--- config.mk ---
export PLATFORM = sky130hd
export DESIGN_NAME = trq_read_qualifier
export DESIGN_NICKNAME = d
export VERILOG_FILES = /design/src/trq_pkg.sv /design/src/trq_read_qualifier.sv /design/src/trq_channel.sv
export SDC_FILE = /design/constraint.sdc
export NUM_CORES = 1
export LEC_CHECK = 0
export ABC_AREA = 1
export BUFFER_PORTS_ARGS = -buffer_cell sky130_fd_sc_hd__clkbuf_2
export CAP_MARGIN = 20
export CORE_MARGIN = 3
export CORE_UTILIZATION = 61
export DETAILED_ROUTE_END_ITERATION = 8
export PLACE_DENSITY = 0.84
export SETUP_SLACK_MARGIN = 0.4
export SYNTH_ARGS = -nofsm -noshare
export SYNTH_HDL_FRONTEND = slang
export SYNTH_SLANG_ARGS = --single-unit
--- constraint.sdc ---
create_clock -name clk_sys -period 3.4 [get_ports clk_sys]
set_clock_uncertainty 0.1 [all_clocks]
set_input_delay 0.34 -clock clk_sys [delete_from_list [all_inputs] [get_ports clk_sys]]
set_output_delay 0.34 -clock clk_sys [all_outputs]
set_load 0.02 [all_outputs]
--- src/trq_pkg.sv ---
// shared constants for the tape read peak qualifier
package trq_pkg;
  // read channels: eight data bits plus parity
  localparam int unsigned CHANNELS = 9;
  localparam int unsigned DATA_BITS = 8;
  // peak width counter and bit crowding counter widths
  localparam int unsigned CNT_W = 6;
  localparam int unsigned CROWD_W = CNT_W - 1;
  // count at which the width-qualified flag is armed
  localparam logic [CNT_W-1:0] QUAL_COUNT = 6'h07;
  localparam logic [CNT_W-1:0] CNT_RESET = 6'h00;
  localparam logic [CROWD_W-1:0] CROWD_RESET = 5'h00;
  // rates in kHz
  localparam int unsigned SYS_CLK_KHZ = 20000;
  localparam int unsigned OSC_KHZ = 3840;
  localparam int unsigned MID_KHZ = OSC_KHZ / 2;
  localparam int unsigned SLOW_KHZ = OSC_KHZ / 4;
  // least system cycles between two oscillator falling edges
  localparam int unsigned OSC_CYCLES = SYS_CLK_KHZ / OSC_KHZ;
  // sequencer states
  typedef enum logic [1:0] {
    TRQ_IDLE,
    TRQ_XFER,
    TRQ_SERVICE
  } trq_seq_t;
endpackage : trq_pkg

--- src/trq_read_qualifier.sv ---
// read front end: counting clock, transfer sequencer and nine channels
`timescale 1ns/1ps
module trq_read_qualifier #(
  parameter int unsigned CHANNELS = trq_pkg::CHANNELS,
  parameter bit SLOW_SEL_EN = 1'b0
) (
  input wire logic clk_sys,
  input wire logic arst_n,
  input wire logic osc_out,
  input wire logic fast_sel,
  input wire logic mid_sel,
  input wire logic slow_sel,
  input wire logic [CHANNELS-1:0] read_pulse_in,
  input wire logic [CHANNELS-1:0] crowding_counter_zero,
  input wire logic transfer_start,
  input wire logic transfer_end,
  input wire logic write_order,
  input wire logic phase_flag_one,
  input wire logic read_order,
  input wire logic byte_request,
  input wire logic fm_cycle_done,
  output logic div2_stage,
  output logic div4_stage,
  output logic channel_clock,
  output logic read_phase,
  output logic transfer_state_flag_a,
  output logic transfer_state_flag_b,
  output logic substate_flag_a,
  output logic substate_flag_b,
  output logic [CHANNELS-1:0] peak_transfer,
  output logic [CHANNELS-1:0] width_qualified,
  output logic [CHANNELS*trq_pkg::CROWD_W-1:0] crowd_preload
);
  logic rst_meta_q;
  logic rst_n;
  logic osc_prev_q;
  logic osc_fall;
  logic count_tick;
  logic tick_q;
  logic slow_en;
  logic [CHANNELS-1:0] pulse_meta_q;
  logic [CHANNELS-1:0] pulse_s_q;
  trq_pkg::trq_seq_t state_q;
  trq_pkg::trq_seq_t state_d;
  logic read_ok;

  // state decode shared by flags and read phase
  function automatic logic in_transfer(input trq_pkg::trq_seq_t s);
    return s != trq_pkg::TRQ_IDLE;
  endfunction : in_transfer

  // two-flop release of the external reset
  always_ff @(posedge clk_sys or negedge arst_n) begin
    if (!arst_n) begin
      rst_meta_q <= 1'b0;
      rst_n <= 1'b0;
    end else begin
      rst_meta_q <= 1'b1;
      rst_n <= rst_meta_q;
    end
  end

  // oscillator falling edge acts as the buffered oscillator clock
  always_ff @(posedge clk_sys) begin
    if (!rst_n) begin
      osc_prev_q <= 1'b0;
    end else begin
      osc_prev_q <= osc_out;
    end
  end

  assign osc_fall = osc_prev_q && !osc_out;

  always_ff @(posedge clk_sys) begin
    if (!rst_n) begin
      div2_stage <= 1'b0;
    end else if (osc_fall) begin
      div2_stage <= !div2_stage;
    end
  end

  // second divider toggles on first stage high
  always_ff @(posedge clk_sys) begin
    if (!rst_n) begin
      div4_stage <= 1'b0;
    end else if (osc_fall && div2_stage) begin
      div4_stage <= !div4_stage;
    end
  end

  assign slow_en = SLOW_SEL_EN && slow_sel;

  // tick marks the falling channel clock edge
  always_comb begin
    count_tick = 1'b0;
    if (fast_sel) begin
      count_tick = osc_fall;
    end else if (mid_sel) begin
      count_tick = osc_fall && div2_stage;
    end else if (slow_en) begin
      count_tick = osc_fall && div2_stage && div4_stage;
    end
  end

  // visible channel clock, one system cycle per falling edge
  always_ff @(posedge clk_sys) begin
    if (!rst_n) begin
      tick_q <= 1'b0;
    end else begin
      tick_q <= count_tick;
    end
  end

  assign channel_clock = tick_q;

  // two-stage sync on the counting clock
  always_ff @(posedge clk_sys) begin
    if (!rst_n) begin
      pulse_meta_q <= '0;
      pulse_s_q <= '0;
    end else if (count_tick) begin
      pulse_meta_q <= read_pulse_in;
      pulse_s_q <= pulse_meta_q;
    end
  end

  assign read_ok = !write_order && !phase_flag_one && read_order;

  always_comb begin
    state_d = state_q;
    case (state_q)
      trq_pkg::TRQ_IDLE: begin
        if (transfer_start) begin
          state_d = trq_pkg::TRQ_XFER;
        end
      end
      trq_pkg::TRQ_XFER: begin
        if (transfer_end) begin
          state_d = trq_pkg::TRQ_IDLE;
        end else if (byte_request) begin
          state_d = trq_pkg::TRQ_SERVICE;
        end
      end
      trq_pkg::TRQ_SERVICE: begin
        if (fm_cycle_done) begin
          state_d = trq_pkg::TRQ_XFER;
        end
      end
      default: begin
        state_d = trq_pkg::TRQ_IDLE;
      end
    endcase
  end

  always_ff @(posedge clk_sys) begin
    if (!rst_n) begin
      state_q <= trq_pkg::TRQ_IDLE;
    end else begin
      state_q <= state_d;
    end
  end

  // state decode flags, registered
  always_ff @(posedge clk_sys) begin
    if (!rst_n) begin
      transfer_state_flag_a <= 1'b0;
      transfer_state_flag_b <= 1'b0;
      substate_flag_a <= 1'b0;
      substate_flag_b <= 1'b0;
    end else begin
      transfer_state_flag_a <= in_transfer(state_d);
      transfer_state_flag_b <= in_transfer(state_d);
      substate_flag_a <= in_transfer(state_d);
      substate_flag_b <= state_d == trq_pkg::TRQ_XFER;
    end
  end

  // read phase only during data transfer
  always_ff @(posedge clk_sys) begin
    if (!rst_n) begin
      read_phase <= 1'b0;
    end else begin
      read_phase <= in_transfer(state_d) && read_ok;
    end
  end

  // one channel per parallel read line
  for (genvar ch = 0; ch < CHANNELS; ch++) begin : g_chan
    trq_channel u_chan (
      .clk_sys(clk_sys),
      .rst_n(rst_n),
      .tick(count_tick),
      .pulse_s(pulse_s_q[ch]),
      .write_order(write_order),
      .crowding_counter_zero(crowding_counter_zero[ch]),
      .width_count_q(),
      .qual_q(width_qualified[ch]),
      .peak_transfer_q(peak_transfer[ch]),
      .preload_q(crowd_preload[ch*trq_pkg::CROWD_W +: trq_pkg::CROWD_W])
    );
  end

  div2_toggle_a: assert property (@(posedge clk_sys) disable iff (!rst_n)
    osc_fall |=> div2_stage != $past(div2_stage))
    else $error("half rate stage missed a toggle");
  div2_hold_a: assert property (@(posedge clk_sys) disable iff (!rst_n)
    !osc_fall |=> $stable(div2_stage))
    else $error("half rate stage toggled without edge");
  div4_rate_a: assert property (@(posedge clk_sys) disable iff (!rst_n)
    osc_fall && !div2_stage |=> $stable(div4_stage))
    else $error("quarter rate stage toggled early");
  div4_toggle_a: assert property (@(posedge clk_sys) disable iff (!rst_n)
    osc_fall && div2_stage |=> div4_stage != $past(div4_stage))
    else $error("quarter rate stage missed a toggle");
  fast_tick_a: assert property (@(posedge clk_sys) disable iff (!rst_n)
    fast_sel && osc_fall |=> channel_clock)
    else $error("fast select did not pass oscillator");
  fast_quiet_a: assert property (@(posedge clk_sys) disable iff (!rst_n)
    fast_sel && !osc_fall |=> !channel_clock)
    else $error("fast select ticked without edge");
  mid_tick_a: assert property (@(posedge clk_sys) disable iff (!rst_n)
    !fast_sel && mid_sel && osc_fall |=> channel_clock == $past(div2_stage))
    else $error("mid select did not give half rate");
  mid_skip_a: assert property (@(posedge clk_sys) disable iff (!rst_n)
    !fast_sel && mid_sel && osc_fall && !div2_stage |=> !channel_clock)
    else $error("mid select ticked on skipped edge");
  slow_disabled_a: assert property (@(posedge clk_sys) disable iff (!rst_n)
    !SLOW_SEL_EN && !fast_sel && !mid_sel |=> !channel_clock)
    else $error("slow select produced a clock");
  slow_sel_off_a: assert property (@(posedge clk_sys) disable iff (!rst_n)
    !SLOW_SEL_EN && !fast_sel && !mid_sel && slow_sel |=> !channel_clock)
    else $error("slow select was not ignored");
  chan_clock_a: assert property (@(posedge clk_sys) disable iff (!rst_n)
    count_tick |=> channel_clock)
    else $error("channel clock missed a tick");
  read_entry_a: assert property (@(posedge clk_sys) disable iff (!rst_n)
    read_phase |-> $past(!write_order && !phase_flag_one && read_order))
    else $error("read phase entered without read order");
  read_write_block_a: assert property (@(posedge clk_sys) disable iff (!rst_n)
    write_order |=> !read_phase)
    else $error("read phase during write order");
  read_idle_a: assert property (@(posedge clk_sys) disable iff (!rst_n)
    state_q == trq_pkg::TRQ_IDLE |-> !read_phase)
    else $error("read phase outside data transfer");
  idle_flags_a: assert property (@(posedge clk_sys) disable iff (!rst_n)
    state_q == trq_pkg::TRQ_IDLE |-> !transfer_state_flag_a && !transfer_state_flag_b)
    else $error("transfer flags set while idle");
  xfer_decode_a: assert property (@(posedge clk_sys) disable iff (!rst_n)
    state_q == trq_pkg::TRQ_XFER |-> substate_flag_a && substate_flag_b)
    else $error("transfer state flags wrong");
  service_decode_a: assert property (@(posedge clk_sys) disable iff (!rst_n)
    state_q == trq_pkg::TRQ_SERVICE |-> substate_flag_a && !substate_flag_b)
    else $error("service state flags wrong");
  xfer_service_a: assert property (@(posedge clk_sys) disable iff (!rst_n)
    state_q == trq_pkg::TRQ_XFER && !transfer_end && byte_request
    |=> state_q == trq_pkg::TRQ_SERVICE)
    else $error("byte request did not reach service");
  end_idle_a: assert property (@(posedge clk_sys) disable iff (!rst_n)
    state_q == trq_pkg::TRQ_XFER && transfer_end |=> state_q == trq_pkg::TRQ_IDLE)
    else $error("transfer end did not reach idle");
  service_wait_a: assert property (@(posedge clk_sys) disable iff (!rst_n)
    state_q == trq_pkg::TRQ_SERVICE && !fm_cycle_done |=> state_q == trq_pkg::TRQ_SERVICE)
    else $error("service left before memory cycle end");
  service_return_a: assert property (@(posedge clk_sys) disable iff (!rst_n)
    state_q == trq_pkg::TRQ_SERVICE && fm_cycle_done |=> substate_flag_b ##0
    state_q == trq_pkg::TRQ_XFER)
    else $error("service did not return to transfer");
  sync_delay_a: assert property (@(posedge clk_sys) disable iff (!rst_n)
    count_tick |=> pulse_s_q == $past(pulse_meta_q))
    else $error("pulse sync stage skipped");
  sync_hold_a: assert property (@(posedge clk_sys) disable iff (!rst_n)
    !count_tick |=> $stable(pulse_s_q))
    else $error("pulse sync moved without tick");
  reset_idle_a: assert property (@(posedge clk_sys)
    $rose(rst_n) |-> state_q == trq_pkg::TRQ_IDLE && !read_phase)
    else $error("reset left sequencer busy");
  reset_clear_a: assert property (@(posedge clk_sys)
    $rose(rst_n) |-> !div2_stage && !div4_stage && peak_transfer == '0
    && width_qualified == '0)
    else $error("reset left dividers or flags set");
endmodule : trq_read_qualifier

--- src/trq_channel.sv ---
// one read channel: peak width counter, qualify and transfer flags
`timescale 1ns/1ps
module trq_channel (
  input wire logic clk_sys,
  input wire logic rst_n,
  input wire logic tick,
  input wire logic pulse_s,
  input wire logic write_order,
  input wire logic crowding_counter_zero,
  output logic [trq_pkg::CNT_W-1:0] width_count_q,
  output logic qual_q,
  output logic peak_transfer_q,
  output logic [trq_pkg::CROWD_W-1:0] preload_q
);
  logic set_qual;
  logic set_xfer;
  logic counter_clear;
  logic [trq_pkg::CNT_W-1:0] cnt_d;

  assign set_qual = (width_count_q == trq_pkg::QUAL_COUNT) && !peak_transfer_q && !write_order;
  // preload makes the crowding counter non-zero, so no second set
  assign set_xfer = qual_q && !pulse_s && crowding_counter_zero && !peak_transfer_q;
  assign counter_clear = !pulse_s && !qual_q;
  assign cnt_d = width_count_q + 6'h01;

  // count while the pulse is true
  always_ff @(posedge clk_sys) begin
    if (!rst_n) begin
      width_count_q <= trq_pkg::CNT_RESET;
    end else if (counter_clear) begin
      width_count_q <= trq_pkg::CNT_RESET;
    end else if (tick && (pulse_s || set_xfer)) begin
      width_count_q <= cnt_d;
    end
  end

  // reset by transfer overrides the set
  always_ff @(posedge clk_sys) begin
    if (!rst_n) begin
      qual_q <= 1'b0;
    end else if (tick) begin
      qual_q <= set_qual || (qual_q && !peak_transfer_q);
    end
  end

  always_ff @(posedge clk_sys) begin
    if (!rst_n) begin
      peak_transfer_q <= 1'b0;
    end else if (tick) begin
      peak_transfer_q <= set_xfer || (peak_transfer_q && !peak_transfer_q);
    end
  end

  always_ff @(posedge clk_sys) begin
    if (!rst_n) begin
      preload_q <= trq_pkg::CROWD_RESET;
    end else if (tick && set_xfer) begin
      preload_q <= cnt_d[trq_pkg::CNT_W-1:1];
    end
  end

  qual_at_seven_a: assert property (@(posedge clk_sys) disable iff (!rst_n)
    tick && width_count_q == 6'h07 && !peak_transfer_q && !write_order |=> qual_q)
    else $error("qualify flag missed count seven");
  noise_clear_a: assert property (@(posedge clk_sys) disable iff (!rst_n)
    !pulse_s && !qual_q |=> width_count_q == 6'h00)
    else $error("counter not cleared after noise");
  xfer_cause_a: assert property (@(posedge clk_sys) disable iff (!rst_n)
    $rose(peak_transfer_q) |-> $past(qual_q) && !$past(pulse_s) && $past(crowding_counter_zero))
    else $error("transfer set without cause");
  xfer_advance_a: assert property (@(posedge clk_sys) disable iff (!rst_n)
    $rose(peak_transfer_q) |-> width_count_q == $past(width_count_q) + 6'h01)
    else $error("counter did not advance on transfer");
  xfer_release_a: assert property (@(posedge clk_sys) disable iff (!rst_n)
    tick && peak_transfer_q |=> !peak_transfer_q && !qual_q)
    else $error("transfer flags not released");
  preload_half_a: assert property (@(posedge clk_sys) disable iff (!rst_n)
    $rose(peak_transfer_q) |-> preload_q == width_count_q[5:1])
    else $error("preload is not half the width");
  count_wrap_a: assert property (@(posedge clk_sys) disable iff (!rst_n)
    tick && pulse_s && width_count_q == 6'h3f |=> width_count_q == 6'h00)
    else $error("counter did not wrap at 64");
endmodule : trq_channel

Word level (Yosys, flattened, before mapping)

Index checks and enable logic that the tools add are counted.

Word-level logic and storage cells: 224
Input bits: 31
Register bits: 146

Reductions and logical operators: 147
Bitwise operators: 1
Equal/unequal tests: 12
Mux-type cells: 7
Add/sub/neg operators: 9

Operators by type and width:

| operator                                             | number |
|---|---|
| logical AND 1 bit                                    | 86 |
| adder 6 x 1 -> 6 bit (second input constant)         | 9 |
| equality test 6 x 3 -> 1 bit (second input constant) | 9 |
| logical NOT 1 bit                                    | 32 |
| logical OR 1 bit                                     | 18 |
| OR reduction 2 bit                                   | 9 |
| two-way mux 2 bit                                    | 4 |
| one-hot mux 2 bit (3 select lines)                   | 1 |
| equality test 2 x 1 -> 1 bit (second input constant) | 2 |
| equality test 2 bit (second input constant)          | 1 |
| logical NOT 2 bit                                    | 1 |
| two-way mux 1 bit                                    | 2 |
| nonzero test 2 bit                                   | 1 |
| NOT 1 bit                                            | 1 |

Longest topological paths before layout

Gate-level depths: netlist of run 1.

Word-level depth: 6
Depth in mapped cells: 9

Hierarchy

Synthesis of run 1 repeated with hierarchy kept, for this count alone.

Cells, all modules: 1017
Area total of the unflattened synthesis: 7460.9 um^2

By module, submodules not included:

| module             | cells each | times used | area an instance (um^2) |
|---|---|---|---|
| trq_channel        | 94         | 9          | 681.9 |
| trq_read_qualifier | 171        | 1          | 1323.8 |

Worst setup path before layout of run 1

No wires, ideal clock.

Kind: reg-to-reg
Start point: register div2_stage
End point: register g_chan[6].u_chan.qual_q
Library setup time: 117 ps
Clock period less this slack: 1479 ps
Stages on the path, launching flop included: 8
Slack: 1921 ps
Arrival time: 1262 ps
Path through: dfxtp_1 -> nand2_1 -> a21oi_2 -> buf_4 -> buf_2 -> o21ai_0 -> nor2_1 -> nor2_1

Cells in the longest elaborated chain, start to end: 3

Ends and longest elaborated chain:

| what                     | RTL line                 | source |
|---|---|---|
| start: declaration       | trq_read_qualifier.sv:22 | `output logic div2_stage,` |
| start signal: assignment | trq_read_qualifier.sv:78 | `div2_stage <= !div2_stage;` |
| logical AND 1 bit        | -                        |  |
| two-way mux 1 bit        | trq_read_qualifier.sv:98 | `end else if (mid_sel) begin` |
| two-way mux 1 bit        | trq_read_qualifier.sv:96 | `if (fast_sel) begin` |
| end signal: assignment   | trq_channel.sv:42        | `qual_q <= set_qual \|\| (qual_q && !peak_transfer_q);` |
| end: declaration         | trq_channel.sv:11        | `output logic qual_q,` |

Every way passes these cells.
A chain may end at the register's enable or synchronous reset.

Worst setup path after layout of run 1

Start point: register div2_stage
End point: register g_chan[5].u_chan.preload_q[1] (netlist name)

Cells in the longest elaborated chain, start to end: 4

Ends and longest elaborated chain:

| what                   | RTL line                 | source |
|---|---|---|
| logical AND 1 bit      | -                        |  |
| two-way mux 1 bit      | trq_read_qualifier.sv:98 |  |
| two-way mux 1 bit      | trq_read_qualifier.sv:96 |  |
| logical AND 1 bit      | trq_channel.sv:57        | `end else if (tick && set_xfer) begin` |
| end signal: assignment | trq_channel.sv:56        | `preload_q <= trq_pkg::CROWD_RESET;` |
| end signal: assignment | trq_channel.sv:58        | `preload_q <= cnt_d[trq_pkg::CNT_W-1:1];` |
| end: declaration       | trq_channel.sv:13        | `output logic [trq_pkg::CROWD_W-1:0] preload_q` |

Every way passes these cells.

==> summary by stage, run 1 <==
Outcome
The run finished with clean final reports.

Synthesis
The synthesized design contains 0 enable-type register cells. The cell count after synthesis is 1053. The count of unique library cells instantiated by Yosys is 26. The share of synthesized area in the top cell type comes to 0.414. The top flip-flop cell by instance count after synthesis is sky130_fd_sc_hd__dfxtp_1. When the netlist entered floorplanning its net count stood at 1093.

The area of the mapped netlist is 6970 sq um. The average instance area after synthesis is 6.62 sq um. The post-synthesis sequential element count is 146. The fraction of the yosys area taken by sequential cells is 0.421. The yosys synthesis warning count is 0. The largest area contributor in the synthesized netlist is sky130_fd_sc_hd__dfxtp_1. For this run, asynchronously set or reset flops after synthesis account for 0.0137.

Ranked by total cell area, the synthesized netlist is headed by sky130_fd_sc_hd__dfxtp_1 41%, sky130_fd_sc_hd__nand2_1 15%, sky130_fd_sc_hd__nor2_1 12%.

Clock network
The clock drives 146 sinks. In this run the number of H-tree levels came out at 4. Clock latency on the worst-skew pair, taken at its later pin, is 0.42 ns. The maximum buffer depth of the clock tree is 2.

After clock tree synthesis, the clock-pin slew on the worst setup and hold paths is 0.06 ns. In this run the post-CTS setup repair buffer count came out at 0. The clock tree from TritonCTS is built.

The number of clock buffers added by TritonCTS is 17. In this run the clock root is driven by a sky130_fd_sc_hd__clkbuf_16.

Critical path
The worst endpoint data arrival time is 2.33 ns. The most prevalent standard cell on the critical path is sky130_fd_sc_hd__nand2_1. The kind of cell with the highest combined delay on the critical path is simple AND/OR/NAND/NOR gates. For the worst setup path, the data required time is 3.65 ns. The largest driver fanout on the critical path is 36.

The worst setup path is captured at a flip-flop. Walking the worst path, the cells encountered are nand2_1, a21oi_4, buf_12, nand2_1, nand2_1, nand2_1, nor2_1. Counting both buffers and inverters, the worst setup path holds a total of 1. The worst setup path is of the flip-flop to flip-flop kind. The highest-delay cell along the critical path is sky130_fd_sc_hd__a21oi_4. The largest stage delay on the critical path is 0.60 ns. The sort of element at the start of the critical path is a flip-flop.

Floorplanning
The starting density of the core is 0.635. The core region area is 11000 sq um. The floorplan row count is 38. The die covers 12700 sq um. The die is 113 um wide.

In this run the count of I/O pins placed on the die edge is 102. The die is 113 um tall.

Placed design
The number of port buffers is 100. The HPWL reported at the end of detailed placement is 10200 um. Once placement finished, the instance area stood at 7450 sq um. In this run, placement finished with an instance count of 1257.

Timing analysis after detailed placement gives a worst setup slack of 1.31 ns. The final weighted congestion of routability-driven global placement is 0.878.

Global routing
The first-pass GRT wire length is 26000 um. The via count of the first global-routing pass is 6148. The total global routing track utilization is 0.246. Summed over all layers, the global routing overflow is 0. Entering global routing, the biggest net connects 41 pins.

The initial antenna violation count is 0.

Timing
Setup repair after global routing left no endpoint under its margin. The smallest clock period supported by the final layout is computed as 2.07 ns. The final worst slack is 1.33 ns. The slew at the pin with the worst max-slew slack is 0.740 ns. The number of failing hold endpoints at the final stage was 0. Static timing analysis puts the maximum clock frequency at 482 MHz. The sum of negative setup slack is 0 ns. The worst hold-check slack is 0.0347 ns. Measured against its own limit, the worst slew margin works out to 0.506. The final worst-path cycle share is 0.610.

Setup violations remaining at the end of the flow were counted as 0. The max-slew violation count was 0.

Final layout
The number of antenna diodes is 0. After routing the design area is 8010 sq um. From synthesis to final layout, the design area changed by 14.9%.

The utilization after layout is 0.729. At the end of the flow, the number of nets in the layout was 1177. In the final layout, the share of cells above drive strength 1 is 0.123. The number of standard cells in the layout, taps in and fillers out is 1289.

Run
The number of max-cap violations is 0.

Route
The routed wire length per instance is 11.7 um. Detailed routing placed a total of 754 um of wire on met3. In this run, the number of DRC markers left after iteration 0 of detailed routing was 473.

The final route contains 6541 vias. The met2 wire length is 6980 um. Dividing the detail-routed via count by the number of cells gives 5.07. The first-pass iteration count of the detailed router is 5. The DRC violation count after routing is 0. Wires add up to 15100 um. The number of antenna-violating nets in the routed design is 0. The met1 wire length is 7120 um.

The highest metal layer used by the detailed router is met4.

Pwr
Dividing total power by cell area gives a power density of 451 nW/um^2. The leakage power is 3.80 nW. The overall power is 3.61 mW. The peak supply drop is 363 uV.

Min path
The path class of the tightest hold or removal check is input port to flip-flop.
-- cells in the mapped netlist, types with 5 or more instances --
master / instances
sky130_fd_sc_hd__nand2_1: 286
sky130_fd_sc_hd__nor2_1: 218
sky130_fd_sc_hd__dfxtp_1: 144
sky130_fd_sc_hd__inv_1: 135
sky130_fd_sc_hd__nand3_1: 74
sky130_fd_sc_hd__a21oi_1: 58
sky130_fd_sc_hd__buf_4: 22
sky130_fd_sc_hd__xor2_1: 20
sky130_fd_sc_hd__o21ai_0: 17
sky130_fd_sc_hd__nand4_1: 16
sky130_fd_sc_hd__buf_2: 11
sky130_fd_sc_hd__ha_1: 9
sky130_fd_sc_hd__o21bai_1: 9
sky130_fd_sc_hd__xnor2_1: 8
sky130_fd_sc_hd__clkbuf_1: 6
sky130_fd_sc_hd__nor3b_1: 5
-- worst paths after layout --
path                                              start                                         end  slack [ns]  cells past startpoint
min in group asynchronous                        arst_n                        rst_meta_q$_DFF_PN0_        0.13                      2
worst max register to register  div2_stage$_SDFFE_PN0N_  g_chan[5].u_chan.preload_q[1]$_SDFFE_PN0P_        1.33                      7
max in group asynchronous                        arst_n                             rst_n$_DFF_PN0_        2.96                      2
worst min register to register     rst_meta_q$_DFF_PN0_                             rst_n$_DFF_PN0_        0.25                      0
worst max-delay path            div2_stage$_SDFFE_PN0N_  g_chan[5].u_chan.preload_q[1]$_SDFFE_PN0P_        1.33                      7
worst min-delay path                            osc_out                       osc_prev_q$_SDFF_PN0_        0.03                      3
-- worst reg2reg max path: stages (launching register included) --
cell                      delay [ns]
sky130_fd_sc_hd__dfxtp_1        0.38
sky130_fd_sc_hd__nand2_1        0.15
sky130_fd_sc_hd__a21oi_4        0.60
sky130_fd_sc_hd__buf_12         0.28
sky130_fd_sc_hd__nand2_1        0.22
sky130_fd_sc_hd__nand2_1        0.12
sky130_fd_sc_hd__nand2_1        0.05
sky130_fd_sc_hd__nor2_1         0.10
-- flip-flops by register name (all words and copies together) (netlist names) --
signal and count:
pulse_s_q 9, g_chan.u_chan.width_count_q 54, pulse_meta_q 9, read_phase 1, substate_flag_b 1, rst_meta_q 1, div2_stage 1, channel_clock 1
g_chan.u_chan.preload_q 45, g_chan.u_chan.qual_q 9, substate_flag_a 1, osc_prev_q 1, rst_n 1, g_chan.u_chan.peak_transfer_q 9, state_q 2, div4_stage 1
-- routing by layer --
layer / GRT usage / vias up
met2: 0.416 / 164
li1: - / 3397
met4: 0.106 / 0
met1: 0.303 / 2959
met5: 0 / -
met3: 0.0524 / 21
-- placed cells by master (no fill, tap or decap), types with 3 or more instances in the layout --
cell	n
sky130_fd_sc_hd__clkbuf_1	4
sky130_fd_sc_hd__o21ai_0	17
sky130_fd_sc_hd__nor3b_1	5
sky130_fd_sc_hd__xnor2_1	8
sky130_fd_sc_hd__nand2_2	3
sky130_fd_sc_hd__nor2_1	218
sky130_fd_sc_hd__clkbuf_8	4
sky130_fd_sc_hd__xor2_1	20
sky130_fd_sc_hd__ha_1	9
sky130_fd_sc_hd__nand2_1	286
sky130_fd_sc_hd__inv_1	135
sky130_fd_sc_hd__nand3_1	74
sky130_fd_sc_hd__clkbuf_2	100
sky130_fd_sc_hd__clkinv_2	5
sky130_fd_sc_hd__clkbuf_16	17
sky130_fd_sc_hd__nand4_1	16
sky130_fd_sc_hd__a21oi_1	58
sky130_fd_sc_hd__dfxtp_1	144
sky130_fd_sc_hd__buf_4	6
sky130_fd_sc_hd__o21bai_1	9
-- what timing repair did --
item / CTS / global route
endpoints found under the hold margin: 2 / 0
hold buffers: 1 / 0
resized for setup: 0 / 0
-- kinds of logic (layout without fill, tap and decap cells) --
| family | after synthesis | in the layout | share of synthesized area |
|---|---|---|---|
| buffers and inverters | 180 | 276 | 0.113 |
| AOI/OAI and AO/OA | 85 | 85 | 0.0648 |
| and+or+nand+nor | 604 | 604 | 0.350 |
| xor gates and xnor gates | 28 | 28 | 0.0352 |
| DFF | 146 | 146 | 0.421 |
| other | 1 | 1 | 0.000538 |
| adders and majority gates | 9 | 9 | 0.0162 |
-- where the power goes --
| group | internal, mW | switching (mW) | leakage (nW) | total [mW] |
|---|---|---|---|---|
| registers | 1.73 | 0.0130 | 1.18 | 1.74 |
| clock network | 1.07 | 0.672 | 0.277 | 1.74 |
| logic | 0.0411 | 0.0849 | 2.34 | 0.126 |
-- cell type report --
| class | count | area, sq um |
|---|---|---|
| Sequential cell | 146 | 2930 |
| Clock buffer | 25 | 495 |
| Fill cell | 892 | 2980 |
| Tap cell | 140 | 175 |
| Multi-Input combinational cell | 727 | 3260 |
| Clock inverter | 6 | 55.1 |
| Inverter | 137 | 514 |
| Timing Repair Buffer | 108 | 576 |
Note: power is estimated with default switching activity, not from simulation.
==> run 2, diff against run 1 <==
--- a/config.mk
+++ b/config.mk
@@ -9,9 +9,9 @@
 export BUFFER_PORTS_ARGS = -buffer_cell sky130_fd_sc_hd__clkbuf_2
 export CAP_MARGIN = 20
 export CORE_MARGIN = 3
-export CORE_UTILIZATION = 61
+export CORE_UTILIZATION = 57
 export DETAILED_ROUTE_END_ITERATION = 8
-export PLACE_DENSITY = 0.84
+export PLACE_DENSITY = 0.8
 export SETUP_SLACK_MARGIN = 0.4
 export SYNTH_ARGS = -nofsm -noshare
 export SYNTH_HDL_FRONTEND = slang
==> constraint.sdc (replaced) <==
create_clock -name clk_sys -period 2.1 [get_ports clk_sys]
set_clock_uncertainty 0.1 [all_clocks]
set_input_delay 0.21 -clock clk_sys [delete_from_list [all_inputs] [get_ports clk_sys]]
set_output_delay 0.21 -clock clk_sys [all_outputs]
set_load 0.02 [all_outputs]
==> run 2 against run 1 <==
- register-to-register slack worse by 0.83 ns
- clock power is 47% higher
- count of clock-buffer cells in the layout is 1 higher
- highest routed layer unchanged
- first-iteration DRC count is 17% lower
- critical path type unchanged
==> summary by stage, run 2 (same netlist as run 1, synthesis figures left out) <==
Critical path
The critical path endpoint category is a flip-flop (unchanged). The reg-to-reg startpoint is div2_stage$_SDFFE_PN0N_ (unchanged). Sequence of cells on the critical path: nand2_1, a21oi_4, buf_12, nand2_2, nor2_1, nor2_1 (was nand2_1, a21oi_4, buf_12, nand2_1, nand2_1, nand2_1, nor2_1).

The sort of element at the start of the critical path is a flip-flop (unchanged). The most prevalent standard cell on the critical path was sky130_fd_sc_hd__nor2_1 (was sky130_fd_sc_hd__nand2_1). The critical path class is flip-flop to flip-flop (unchanged). The largest driver fanout on the critical path is 40 (was 36).

The worst endpoint data arrival time was 1.81 ns (was 2.33 ns). The critical path required time was 2.30 ns (was 3.65 ns). The largest stage delay on the critical path is 0.39 ns (was 0.60 ns). The highest-delay cell along the critical path is sky130_fd_sc_hd__dfxtp_1 (was sky130_fd_sc_hd__a21oi_4).

The first element of the critical path is div2_stage$_SDFFE_PN0N_ (unchanged).

Clock network
The maximum buffer depth of the clock tree is 2 (unchanged). The deepest level of the CTS H-tree is 4 (unchanged). The clock tree from TritonCTS is built (unchanged).

The TritonCTS sink count is 146 (unchanged). The number of CTS-inserted buffers was 17 (unchanged). The buffer type at the clock tree root was sky130_fd_sc_hd__clkbuf_16 (unchanged). The clock-pin slew on the worst setup and hold paths came to 0.05 ns (was 0.06 ns). The latest clock arrival within the worst-skew pair is 0.41 ns (was 0.42 ns).

Global routing
The pin count of the biggest net entering global routing was 44 (was 41). The via count of the first global-routing pass came to 5830 (was 6148). The initial antenna violation count is 0 (unchanged).

The overall overflow remaining after global route was 0 (unchanged). The total global routing track utilization is 0.229 (was 0.246). The first-pass GRT wire length is 25200 um (was 26000 um).

Timing
The final worst-path cycle share is 0.764 (was 0.610). The number of failing hold endpoints at the final stage is 0 (unchanged). The sum of negative setup slack is 0 ns (unchanged). The number of failing setup endpoints in the final timing report is 0 (unchanged). The max-slew violation count was 0 (unchanged). The final period demand of the worst path is 1.60 ns (was 2.07 ns).

The worst hold-check slack is 0.0197 ns (was 0.0347 ns). The achievable frequency came to 623 MHz (was 482 MHz). The slew at the pin with the worst max-slew slack came to 0.503 ns (was 0.740 ns). The relative slew slack is 0.663 (was 0.506). RSZ-0062 raised after global routing: true (was false).

Pwr
The cell internal power dissipation is 4.42 mW (was 2.84 mW). The leakage power is 3.84 nW (was 3.80 nW). The net switching fraction of the power is 0.213 (about the same). The proportion of power drawn by combinational gates is 0.043 (was 0.035).

The clock share of power was 0.456 (was 0.483). The power density over cell area is 688 nW/um^2 (was 451 nW/um^2). The fraction of power consumed by sequential logic is 0.501 (was 0.482). The switching power total is 1.19 mW (was 0.770 mW). The overall power is 5.61 mW (was 3.61 mW).

The peak supply drop is 671 uV (was 363 uV).

Route
The routed via count divided by cell count is 4.92 (was 5.07). The first-pass iteration count of the detailed router is 5 (unchanged). The sum of routed wire length over all layers was 15000 um (was 15100 um). The routed wire length per instance was 11.5 um (was 11.7 um). The number of antenna-violating nets in the routed design is 0 (unchanged). The number of vias in the routed layout came to 6416 (was 6541). The DRC violation count after routing was 0 (unchanged). The initial detailed-routing violation count came to 391 (was 473).

Placed design
The HPWL reported at the end of detailed placement came to 10300 um (was 10200 um). The number of port buffers was 100 (unchanged). The post-place instance area is 7480 sq um (was 7450 sq um). The cell count after placement is 1262 (was 1257).

The final weighted congestion of routability-driven global placement is 0.841 (was 0.878).

Final layout
The flip-flop count of the largest register after layout is 54 (unchanged). The number of antenna diodes came to 0 (unchanged). The layout overhead on the synthesized area came to 17.0% (was 14.9%).

The post-route cell area is 8160 sq um (was 8010 sq um). The number of standard cells in the layout, taps in and fillers out is 1304 (was 1289). The total number of nets in the final design is 1193 (was 1177). The share of final-layout standard cells stronger than drive strength 1 is 0.129 (was 0.123).

The most common cell after layout, fill and taps aside was sky130_fd_sc_hd__nand2_1 (unchanged). Largest registers: g_chan.u_chan.width_count_q: 54 flops, g_chan.u_chan.preload_q: 45 flops (unchanged). The register containing the most flip-flops in the final layout is g_chan.u_chan.width_count_q (unchanged). Most frequent cells in the layout: 275 x sky130_fd_sc_hd__nand2_1, 217 x sky130_fd_sc_hd__nor2_1, 144 x sky130_fd_sc_hd__dfxtp_1, 135 x sky130_fd_sc_hd__inv_1, 100 x sky130_fd_sc_hd__clkbuf_2 (was 286 x sky130_fd_sc_hd__nand2_1, 218 x sky130_fd_sc_hd__nor2_1, 144 x sky130_fd_sc_hd__dfxtp_1, 135 x sky130_fd_sc_hd__inv_1, 100 x sky130_fd_sc_hd__clkbuf_2).

Outcome
Outcome: complete, no violations (unchanged).

Floorplanning
The number of I/O pins is 102 (unchanged). The width of the die came to 117 um (was 113 um). The vertical die dimension was 117 um (was 113 um). The floorplan row count is 39 (was 38). The starting density of the core is 0.598 (was 0.635). The core region area came to 11700 sq um (was 11000 sq um).

The die outline area was 13600 sq um (was 12700 sq um).

Min path
The kind of path behind the tightest hold check is input port to async pin (was input port to flip-flop).

Run
The number of max-cap violations is 0 (unchanged).
[run 2: final timing paths]
| path | endpoint | slack, ns | cells after the start |
|---|---|---|---|
| setup / recovery | g_chan[1].u_chan.width_count_q[3]$_SDFFE_PP0P_ | 0.50 | 6 |
| hold reg to reg | rst_n$_DFF_PN0_ | 0.26 | 0 |
| setup reg to reg | g_chan[1].u_chan.width_count_q[3]$_SDFFE_PP0P_ | 0.50 | 6 |
| hold / removal | rst_meta_q$_DFF_PN0_ | 0.02 | 2 |
| max in group asynchronous | rst_n$_DFF_PN0_ | 1.77 | 2 |
| min in group clk_sys | g_chan[2].u_chan.preload_q[1]$_SDFFE_PN0P_ | 0.05 | 4 |
[run 2: power by group through the flow]
stage / registers (mW) / clock network (mW) / logic, mW
global route: 2.81 / 2.72 / 0.267
detailed placement: 2.87 / 0 / 0.214
floorplan: 2.87 / 0 / 0.133
global placement: 2.87 / 0 / 0.211
CTS: 2.81 / 2.60 / 0.233
finish: 2.81 / 2.56 / 0.241
[run 2: what timing repair did]
action,CTS,global route
endpoints found under the setup margin,0,67
hold buffers,13,0
hold endpoints to repair,13,0
resized for setup,0,12
buffers inserted,0,1
[run 2: area by class of cell]
type                            count  area (sq um)
Tap cell                          143           179
Multi-Input combinational cell    727          3290
Clock buffer                       26           479
Sequential cell                   146          2930
Inverter                          137           514
Fill cell                        1006          3510
Clock inverter                      1          5.00
Timing Repair Buffer              124           756
[run 2: metal layers]
layer | global-route usage | share of wire | vias to the layer above | wire length, um
met2 | 0.379 | 0.46 | 133 | 6870
met5 | 0 | 0 | - | 0
met3 | 0.0513 | 0.044 | 17 | 665
met4 | 0.0787 | 0.016 | 0 | 233
met1 | 0.296 | 0.48 | 2843 | 7250
li1 | - | - | 3423 | -
[run 2: critical path, delay by kind of cell (launching register included)]
family / cells / cell delay [ns]
flip-flops: 1 / 0.39
AO/OA/AOI/OAI: 1 / 0.24
buffers and inverters: 1 / 0.25
AND/OR/NAND/NOR: 4 / 0.50
[run 2: per-stage QoR]
step	util	setup WS, ns
finish	0.699	0.496
global route	0.699	0.375
CTS	0.694	0.429
detailed placement	0.641	0.453
global placement	0.641	0.504
floorplan	-	0.621
